===== src/inc/tbc_pkg.sv =====
// Purpose: Shared constants for the timebase counter with input capture.
// Assumes: Avalon-MM word addressing, 32-bit data, one system clock.
// Notes: Offsets are word indexes; byte address is four times the index.
package tbc_pkg;
  // Geometry
  localparam int NCH = 2;
  localparam int CW = 16;
  localparam int AW = 4;
  // Register word indexes
  localparam logic [AW-1:0] OFS_STATUS_CTRL = 4'h0;
  localparam logic [AW-1:0] OFS_COUNTER = 4'h1;
  localparam logic [AW-1:0] OFS_FINAL = 4'h2;
  localparam logic [AW-1:0] OFS_INITIAL = 4'h3;
  localparam logic [AW-1:0] OFS_CONFIG = 4'h4;
  localparam logic [AW-1:0] OFS_CH_CTRL0 = 4'h8;
  localparam logic [AW-1:0] OFS_CH_VALUE0 = 4'h9;
  // Status/control field positions
  localparam int SC_CLKSEL_LSB = 0;
  localparam int SC_PRESCALE_LSB = 2;
  localparam int SC_UPDOWN_BIT = 5;
  localparam int SC_OVF_BIT = 6;
  // Config field positions
  localparam int CF_ENH_BIT = 0;
  localparam int CF_SKIP_LSB = 1;
  localparam int CF_DUALCAP_BIT = 6;
  localparam int CF_COMBINE_BIT = 7;
  // Channel control field positions
  localparam int CC_EDGE_LSB = 0;
  localparam int CC_MODE_LSB = 2;
  localparam int CC_IE_BIT = 4;
  localparam int CC_FLAG_BIT = 5;
  // Clock source selections
  localparam logic [1:0] CLK_NONE = 2'h0;
  localparam logic [1:0] CLK_SYSTEM = 2'h1;
  localparam logic [1:0] CLK_FIXED = 2'h2;
  localparam logic [1:0] CLK_EXTERNAL = 2'h3;
  // Edge selections
  localparam logic [1:0] EDGE_OFF = 2'h0;
  localparam logic [1:0] EDGE_RISE = 2'h1;
  localparam logic [1:0] EDGE_FALL = 2'h2;
  // Counter values and reset values
  localparam logic [CW-1:0] CNT_ZERO = 16'h0000;
  localparam logic [CW-1:0] CNT_ALL = 16'hFFFF;
  localparam logic [CW-1:0] CNT_ONE = 16'h0001;
  localparam logic [4:0] SKIP_ZERO = 5'h00;
  localparam logic [4:0] SKIP_ONE = 5'h01;
  localparam logic [6:0] PRE_ZERO = 7'h00;
  localparam logic [6:0] PRE_ONE = 7'h01;
  localparam logic [31:0] RD_ZERO = 32'h0000_0000;
endpackage : tbc_pkg


===== src/hdl/sync_edge.sv =====
// Purpose: Two-stage synchronizer followed by an edge detector.
// Assumes: Input may be asynchronous to mclk.
// Notes: Edge outputs are combinational from flops, one cycle wide.
`timescale 1ns/1ps
module sync_edge (
  // Clock and reset
  input wire logic mclk,
  input wire logic nrst,
  // Raw input
  input wire logic din,
  // Detected edges
  output logic rise,
  output logic fall
);
  typedef struct packed {
    logic s1;
    logic s2;
    logic s3;
  } sync_state_t;

  sync_state_t st_q, st_d;

  // Shift chain; s1 feeds only s2 to keep metastability contained
  always_comb begin
    st_d = st_q;
    st_d.s1 = din;
    st_d.s2 = st_q.s1;
    st_d.s3 = st_q.s2;
  end

  always_ff @(posedge mclk or negedge nrst) begin
    if (!nrst) begin
      st_q <= '0;
    end else begin
      st_q <= st_d;
    end
  end

  // Edge compare on the settled stages only
  assign rise = st_q.s2 & ~st_q.s3;
  assign fall = ~st_q.s2 & st_q.s3;
endmodule : sync_edge


===== src/hdl/prescaler7.sv =====
// Purpose: Seven-bit prescaler dividing a tick stream by 2**sel.
// Assumes: srcTick is a one-cycle enable in the mclk domain.
// Notes: clear restarts the division phase.
`timescale 1ns/1ps
module prescaler7 (
  // Clock and reset
  input wire logic mclk,
  input wire logic nrst,
  // Control
  input wire logic srcTick,
  input wire logic [2:0] sel,
  input wire logic clear,
  // Divided tick
  output logic tick
);
  import tbc_pkg::*;

  typedef struct packed {
    logic [6:0] cnt;
  } pre_state_t;

  pre_state_t st_q, st_d;
  logic [6:0] mask;

  // ratio is two to the select
  // Terminal count mask for ratio 2**sel
  assign mask = 7'((8'h01 << sel) - 8'h01);
  assign tick = srcTick && ((st_q.cnt & mask) == mask);

  // Free counting prescaler; low bits roll over at the chosen ratio
  always_comb begin
    st_d = st_q;
    if (clear) begin
      st_d.cnt = PRE_ZERO;
    end else if (srcTick) begin
      st_d.cnt = st_q.cnt + PRE_ONE;
    end
  end

  always_ff @(posedge mclk or negedge nrst) begin
    if (!nrst) begin
      st_q <= '0;
    end else begin
      st_q <= st_d;
    end
  end
endmodule : prescaler7


===== src/hdl/timebase_counter_capture.sv =====
// Purpose: Timer timebase with prescaler, 16-bit counter and input capture.
// Assumes: Avalon-MM slave with waitrequest, word addressed, 32-bit data.
// Notes: Each access answers with waitrequest low one cycle after request.
//
// Contract
// - Two-bit clock select picks one of three sources or off; resets off.
// - Clock select always accessible; zero stops counter keeping all values.
// - External clock is synchronized; it must stay at most mclk/4.
// - Selected clock passes a 7-bit prescaler chosen by three-bit field.
// - One 16-bit counter shared by channels, clocked by prescaled clock.
// - Up mode counts initial to final then reloads initial.
// - Up mode sets overflow when counter goes final to initial.
// - Initial value bit 15 set means signed two's-complement counting.
// - Final equal to initial holds counter and flags overflow each tick.
// - Enhanced mode with both values zero keeps counter stopped at zero.
// - Up-down mode counts up to final, down to initial, repeating.
// - Up-down mode sets overflow stepping from final to final minus one.
// - Free running 0 to FFFF with overflow on wrap in listed cases.
// - Counter write or sync loads initial value into the counter.
// - Five-bit skip count sets overflows per flag; zero flags each one.
// - Capture mode needs no dual, combine, updown, mode zero, edge nonzero.
// - Selected edge copies counter to value, sets flag, raises interrupt.
// - Value register writes are ignored while in capture mode.
// - Debug freezes counter but capture still works on frozen value.
// - Input passes two-stage sync and edge detect; flag on third edge.
`timescale 1ns/1ps
module timebase_counter_capture (
  // Clock and reset
  input wire logic mclk,
  input wire logic nrst,
  // Avalon-MM slave
  input wire logic [tbc_pkg::AW-1:0] address,
  input wire logic read,
  input wire logic write,
  input wire logic [31:0] writedata,
  output logic [31:0] readdata,
  output logic waitrequest,
  // Clock sources and system control
  input wire logic fixedClkTick,
  input wire logic extClkPin,
  input wire logic counterSync,
  input wire logic debugMode,
  // Channels
  input wire logic [tbc_pkg::NCH-1:0] channelPin,
  output logic [tbc_pkg::NCH-1:0] channelIrq,
  // Overflow flag view
  output logic overflowFlag
);
  import tbc_pkg::*;

  typedef struct packed {
    logic waitReq;
    logic [31:0] rdata;
    logic [1:0] clkSel;
    logic [2:0] prescaleSel;
    logic updown;
    logic ovfFlag;
    logic enhanced;
    logic [4:0] skipCount;
    logic dualCap;
    logic combine;
    logic [CW-1:0] initVal;
    logic [CW-1:0] finalVal;
    logic [CW-1:0] count;
    logic countDown;
    logic [4:0] ovfSeen;
    logic [NCH-1:0][1:0] edgeSel;
    logic [NCH-1:0][1:0] modeSel;
    logic [NCH-1:0] chIe;
    logic [NCH-1:0] chFlag;
    logic [NCH-1:0][CW-1:0] chValue;
    logic [NCH-1:0] chIrq;
  } top_state_t;

  top_state_t st_q, st_d;

  logic extRise;
  logic srcTick;
  logic cntTick;
  logic [NCH-1:0] pinRise;
  logic [NCH-1:0] pinFall;
  logic [NCH-1:0] chCapMode;
  logic [NCH-1:0] chEdgeHit;
  logic commit;
  logic wrCounter;

  sync_edge u_ext_sync (
    .mclk(mclk),
    .nrst(nrst),
    .din(extClkPin),
    .rise(extRise),
    .fall()
  );

  genvar gi;
  generate
    for (gi = 0; gi < NCH; gi++) begin : g_ch
      sync_edge u_ch_sync (
        .mclk(mclk),
        .nrst(nrst),
        .din(channelPin[gi]),
        .rise(pinRise[gi]),
        .fall(pinFall[gi])
      );
      assign chCapMode[gi] = !st_q.dualCap && !st_q.combine &&
                             !st_q.updown && (st_q.modeSel[gi] == 2'h0) &&
                             (st_q.edgeSel[gi] != EDGE_OFF);
      assign chEdgeHit[gi] = chCapMode[gi] &&
        ((st_q.edgeSel[gi][0] && pinRise[gi]) ||
         (st_q.edgeSel[gi][1] && pinFall[gi]));
    end
  endgenerate

  always_comb begin
    case (st_q.clkSel)
      CLK_SYSTEM: srcTick = 1'b1;
      CLK_FIXED: srcTick = fixedClkTick;
      CLK_EXTERNAL: srcTick = extRise;
      default: srcTick = 1'b0;
    endcase
  end

  // A bus write commits at the edge where waitrequest is seen low
  assign commit = !st_q.waitReq && (read || write);
  assign wrCounter = commit && write && (address == OFS_COUNTER);

  prescaler7 u_pre (
    .mclk(mclk),
    .nrst(nrst),
    .srcTick(srcTick),
    .sel(st_q.prescaleSel),
    .clear(wrCounter),
    .tick(cntTick)
  );

  // Counter mode terms; equality tests keep signed starts correct
  logic freeRun;
  logic stopped;
  logic ovfEvent;
  logic [CW-1:0] nextCount;
  logic nextDown;
  logic [31:0] rdMux;

  // Counter next-state; only called on a prescaled tick
  always_comb begin
    nextCount = st_q.count;
    nextDown = st_q.countDown;
    ovfEvent = 1'b0;
    freeRun = (!st_q.enhanced &&
               (st_q.finalVal == CNT_ZERO || st_q.finalVal == CNT_ALL)) ||
              (st_q.enhanced && !st_q.updown &&
               st_q.initVal == CNT_ZERO && st_q.finalVal == CNT_ALL);
    stopped = st_q.enhanced && st_q.initVal == CNT_ZERO &&
              st_q.finalVal == CNT_ZERO;
    // Priority: stopped, free run, equal values, then the count modes;
    // free run outranks equal values so a zero final wraps through FFFF
    if (stopped) begin
      nextCount = CNT_ZERO;
    end else if (freeRun) begin
      nextCount = st_q.count + CNT_ONE;
      ovfEvent = (st_q.count == CNT_ALL);
    end else if (st_q.finalVal == st_q.initVal) begin
      nextCount = st_q.finalVal;
      ovfEvent = 1'b1;
    end else if (!st_q.updown) begin
      // wraps through 0xFFFF when start is negative
      if (st_q.count == st_q.finalVal) begin
        nextCount = st_q.initVal;
        ovfEvent = 1'b1;
      end else begin
        nextCount = st_q.count + CNT_ONE;
      end
    end else if (!st_q.countDown) begin
      if (st_q.count == st_q.finalVal) begin
        nextCount = st_q.count - CNT_ONE;
        nextDown = 1'b1;
        ovfEvent = 1'b1;
      end else begin
        nextCount = st_q.count + CNT_ONE;
      end
    end else begin
      if (st_q.count == st_q.initVal) begin
        nextCount = st_q.count + CNT_ONE;
        nextDown = 1'b0;
      end else begin
        nextCount = st_q.count - CNT_ONE;
      end
    end
  end

  // Read mux over the register map
  always_comb begin
    rdMux = RD_ZERO;
    // Channel words interleave: control at even, value at odd index;
    // unmapped words read as zero
    case (address)
      OFS_STATUS_CTRL: begin
        rdMux[SC_CLKSEL_LSB +: 2] = st_q.clkSel;
        rdMux[SC_PRESCALE_LSB +: 3] = st_q.prescaleSel;
        rdMux[SC_UPDOWN_BIT] = st_q.updown;
        rdMux[SC_OVF_BIT] = st_q.ovfFlag;
      end
      OFS_COUNTER: rdMux[CW-1:0] = st_q.count;
      OFS_FINAL: rdMux[CW-1:0] = st_q.finalVal;
      OFS_INITIAL: rdMux[CW-1:0] = st_q.initVal;
      OFS_CONFIG: begin
        rdMux[CF_ENH_BIT] = st_q.enhanced;
        rdMux[CF_SKIP_LSB +: 5] = st_q.skipCount;
        rdMux[CF_DUALCAP_BIT] = st_q.dualCap;
        rdMux[CF_COMBINE_BIT] = st_q.combine;
      end
      default: begin
        for (int i = 0; i < NCH; i++) begin
          if (address == AW'(OFS_CH_CTRL0 + 2 * i)) begin
            rdMux[CC_EDGE_LSB +: 2] = st_q.edgeSel[i];
            rdMux[CC_MODE_LSB +: 2] = st_q.modeSel[i];
            rdMux[CC_IE_BIT] = st_q.chIe[i];
            rdMux[CC_FLAG_BIT] = st_q.chFlag[i];
          end
          if (address == AW'(OFS_CH_VALUE0 + 2 * i)) begin
            rdMux[CW-1:0] = st_q.chValue[i];
          end
        end
      end
    endcase
  end

  // Main state update: bus, counter, overflow and capture
  always_comb begin
    st_d = st_q;
    // Handshake: one wait cycle, then one cycle with waitrequest low
    if ((read || write) && st_q.waitReq) begin
      st_d.waitReq = 1'b0;
      st_d.rdata = rdMux;
    end else begin
      st_d.waitReq = 1'b1;
    end

    // Software writes; flags cleared here may be re-set below
    if (commit && write) begin
      case (address)
        OFS_STATUS_CTRL: begin
          st_d.clkSel = writedata[SC_CLKSEL_LSB +: 2];
          st_d.prescaleSel = writedata[SC_PRESCALE_LSB +: 3];
          st_d.updown = writedata[SC_UPDOWN_BIT];
          if (writedata[SC_OVF_BIT]) begin
            st_d.ovfFlag = 1'b0;
          end
        end
        OFS_FINAL: st_d.finalVal = writedata[CW-1:0];
        OFS_INITIAL: st_d.initVal = writedata[CW-1:0];
        OFS_CONFIG: begin
          st_d.enhanced = writedata[CF_ENH_BIT];
          st_d.skipCount = writedata[CF_SKIP_LSB +: 5];
          st_d.dualCap = writedata[CF_DUALCAP_BIT];
          st_d.combine = writedata[CF_COMBINE_BIT];
        end
        default: begin
          for (int i = 0; i < NCH; i++) begin
            if (address == AW'(OFS_CH_CTRL0 + 2 * i)) begin
              st_d.edgeSel[i] = writedata[CC_EDGE_LSB +: 2];
              st_d.modeSel[i] = writedata[CC_MODE_LSB +: 2];
              st_d.chIe[i] = writedata[CC_IE_BIT];
              if (writedata[CC_FLAG_BIT]) begin
                st_d.chFlag[i] = 1'b0;
              end
            end
            if (address == AW'(OFS_CH_VALUE0 + 2 * i) && !chCapMode[i]) begin
              st_d.chValue[i] = writedata[CW-1:0];
            end
          end
        end
      endcase
    end

    if (wrCounter || counterSync) begin
      st_d.count = st_q.initVal;
      st_d.countDown = 1'b0;
      st_d.ovfSeen = SKIP_ZERO;
    end else if (cntTick && !debugMode) begin
      st_d.count = nextCount;
      st_d.countDown = nextDown;
      if (ovfEvent) begin
        if (st_q.ovfSeen >= st_q.skipCount) begin
          st_d.ovfSeen = SKIP_ZERO;
          st_d.ovfFlag = 1'b1;
        end else begin
          st_d.ovfSeen = st_q.ovfSeen + SKIP_ONE;
        end
      end
    end

    // Capture takes the registered count, so a reload or tick in this
    // cycle never leaks into the stored channel value
    // capture counter, set flag
    for (int i = 0; i < NCH; i++) begin
      if (chEdgeHit[i]) begin
        st_d.chValue[i] = st_q.count;
        st_d.chFlag[i] = 1'b1;
      end
      st_d.chIrq[i] = st_d.chFlag[i] && st_d.chIe[i];
    end
  end

  always_ff @(posedge mclk or negedge nrst) begin
    if (!nrst) begin
      st_q <= '0;
      st_q.waitReq <= 1'b1;
    end else begin
      st_q <= st_d;
    end
  end

  // Outputs straight from flops
  assign readdata = st_q.rdata;
  assign waitrequest = st_q.waitReq;
  assign channelIrq = st_q.chIrq;
  assign overflowFlag = st_q.ovfFlag;
endmodule : timebase_counter_capture


===== config.mk =====
export PLATFORM = sky130hd
export DESIGN_NAME = timebase_counter_capture
export DESIGN_NICKNAME = d
export VERILOG_FILES = /design/src/inc/tbc_pkg.sv /design/src/hdl/sync_edge.sv /design/src/hdl/prescaler7.sv /design/src/hdl/timebase_counter_capture.sv
export SDC_FILE = /design/constraint.sdc
export NUM_CORES = 1
export LEC_CHECK = 0
export ABC_AREA = 1
export BUFFER_PORTS_ARGS = -buffer_cell sky130_fd_sc_hd__clkbuf_2
export CORE_MARGIN = 10
export CORE_UTILIZATION = 60
export DETAILED_ROUTE_END_ITERATION = 7
export GPL_TIMING_DRIVEN = 0
export PLACE_DENSITY = 0.8
export SLEW_MARGIN = 40
export SYNTH_ARGS = -nofsm -noshare
export SYNTH_HDL_FRONTEND = slang
export SYNTH_SLANG_ARGS = --single-unit

===== constraint.sdc =====
create_clock -name mclk -period 5.02 [get_ports mclk]
set_input_delay 1.004 -clock mclk [delete_from_list [all_inputs] [get_ports mclk]]
set_output_delay 1.004 -clock mclk [all_outputs]
set_load 0.005 [all_outputs]

==> impl_results.md <==
* Asr flop ratio synth at 100%
* Die height at 150 µm
* RSZ-0062 raised after global routing: false
* Seq cells post-synth at 148
* Post-CTS Setup Repair Bufs at 0
* CP Max Fanout at 10
* I/O pin count at 82
* Rows at 47
* 1st-pass router iterations at 7
* Place WS at 1900 ps
* Worst VDD drop at 0.000284 V
* GR Util All Layers at 30.0%
* Post-CTS Resized at 0
* Leak at 5.77 nW
* Die area at 22500 µm²
* Psw at 2.12 mW
* Crit path launch type: input port
* Detail Route Antenna Nets at 0
* Post-synthesis sequential area ratio at 36.6%
* Status: finished clean
* First-pass GRT wire length at 52400 µm
* Largest net degree at the start of global routing at 60
* Clock root cell: clkbuf_16
* Flop pwr share at 35.3%
* Clock share of power at 25.7%
* Mapped Cells at 1445
* Max-cap violations at 0
* Final core utilization at 68.4%
* Logic pwr share at 38.9%
* Synth unique cells at 46
* DRC at 0
* Most frequent cells in the layout: 422 x nand2_1, 147 x dfrtp_1, 133 x inv_1
* Crit share post-route at 54.7%
* Post-CTS Hold Fix Bufs at 0
* Via density at 5.93
* Vias in the first global route at 9562
* Final hold viol count at 0
* Drt wl/cell at 19.1 µm
* Sw Share at 42.4%
* Die Wd at 150 µm
* Overall Power at 5.00 mW
* Core region area at 16600 µm²
* Slew HR at 53.8%
* Synth top area cells: dfrtp_1 36%, nand2_1 16%, o21ai_0 5.4%
* Final setup fails at 0
* Routed vias at 10.4k
* Buffers on Ports at 49
* Cts bufs inserted at 17
* WHS at 365 ps
* Commonest non-fill, non-tap cell in the layout: nand2_1
* 1st-iter DRT viols at 1444
* Synth Warn # at 0
* CTS tree: yes
* CP Capture Type: flip-flop
* Worst-Margin Slew at 693 ps
* ANT cells at 0
* HP Class: flip-flop to flip-flop
* Minimum clock period at 2740 ps
* Initial Util at 61.0%
* Routed wire length at 33700 µm
* Fin worst setup slack at 2280 ps
* H-tree depth at 4
* Dpl hpwl at 25400 µm
* Cell-internal power at 2.88 mW
* Peak Freq at 364 MHz
* WP data required at 5330 ps
* Crit Path Class: input port to flip-flop
* Initial antenna violation count at 0
* EDFF count, synth at 0
* Layout cells sized above 1 at 15.9%
* GRT overflow at 0
* Yosys top cell by area: dfrtp_1
* Max Transition Viols Final at 0
* Maximum clock insertion buffer count at 2
* Syn Area/Cell at 7.01 µm²
* Final nets at 1586
* Arrival @ worst endpoint at 3060 ps
* Clk slew on worst S/H paths at 70 ps
* CTS Sinks at 148
* Worst Skew at 10.1 ps
* Post-synthesis cell area at 10100 µm²
* Fin Setup TNS at 0 ps
* Ys flop type: dfrtp_1
* Gpl congestion at 1.06
* Worst skew pair latency at 440 ps
* P&R area growth vs syn at 12.1%
* Post-synth top area share at 36.3%
* Pwr Density at 441 nW/µm²
[final cells by class]
type / instances / area (µm²)
buffer: 94 / 583
clock buffer: 18 / 429
clock inverter: 14 / 158
fill: 1469 / 5230
inverter: 171 / 647
multi-input combinational: 1047 / 5250
sequential: 148 / 3700
tap: 220 / 275
timing repair buffer: 51 / 309
[per-layer routing]
layer  up-vias  routed length, µm  GRT usage (%)
li1       4847                  -              -
met1      4757              13300           40.7
met4         0               1330           11.6
met3       134               4240           6.94
met5         -                  0              0
met2       711              14800           45.4
[power by group through the flow]
stage                     registers, mW  clock network (mW)  logic (mW)
after global routing               1.80                1.34        2.16
after detailed placement           1.77                   0        1.88
after floorplan                    1.69                   0        1.40
after global placement             1.76                   0        1.83
final                              1.77                1.29        1.95
after CTS                          1.75                1.29        1.90
[path summary, 6_finish.rpt]
check / endpoint / slack (ps) / start / depth (start not counted)
worst min register to register: u_ext_sync.st_d[0] / 360 / u_ext_sync.st_d[1] / 0
worst max-delay path: st_q[67] / 2280 / write / 13
min in group asynchronous: g_ch[0].u_ch_sync.st_d[0] / 460 / nrst / 1
worst min-delay path: u_ext_sync.st_d[0] / 360 / u_ext_sync.st_d[1] / 0
worst max register to register: st_q[67] / 2570 / waitrequest / 11
max in group asynchronous: waitrequest / 3940 / nrst / 2
[flip-flops by register name, summed over array words and instances (netlist names)]
register and cells:
u_pre.st_q 7, u_ext_sync.st_q 1, overflowFlag 1, waitrequest 1, u_ext_sync.st_d 2, readdata 16
channelIrq 2, g_ch.u_ch_sync.st_q 2, g_ch.u_ch_sync.st_d 4, st_q 112
[kinds of logic (layout without fill, tap and decap cells)]
group,after synthesis,count (layout),synth area share (%)
and+or+nand+nor,708,708,31.3
AOI/OAI and AO/OA,274,274,15.3
buffers and inverters,265,348,12.1
DFF,148,148,36.6
xor gates and xnor gates,39,39,3.37
adders and majority gates,10,10,1.24
other,1,16,0.0370
[through the flow]
stage                     cell area [µm²]  instances
after floorplan                     10200       1460
after global placement              10700       1729
after detailed placement            10800       1731
after CTS                           11400       1763
after global routing                11400       1763
final                               11400       1763
[worst max-delay path, stage by stage]
cell      delay (ps)
clkbuf_2          90
inv_1             30
nor2_1           450
inv_2            140
nor2_2           320
inv_2            130
nand2_4          130
inv_2             90
nand2_2          180
buf_4            230
o22ai_1           90
inv_1             60
nand2_1           90
[synth_stat cells, drive strengths merged (4+ instances only)]
cell / number
a211oi: 7
a21oi: 64
a31oi: 9
buf: 73
clkbuf: 21
dfrtp: 147
ha: 10
inv: 171
nand2: 439
nand3: 92
nand4: 22
nor2: 126
nor3: 18
o2111ai: 4
o21ai: 113
o221ai: 9
o22ai: 60
xnor2: 4
xor2: 35
No activity file was read; power rests on OpenSTA's default activity.
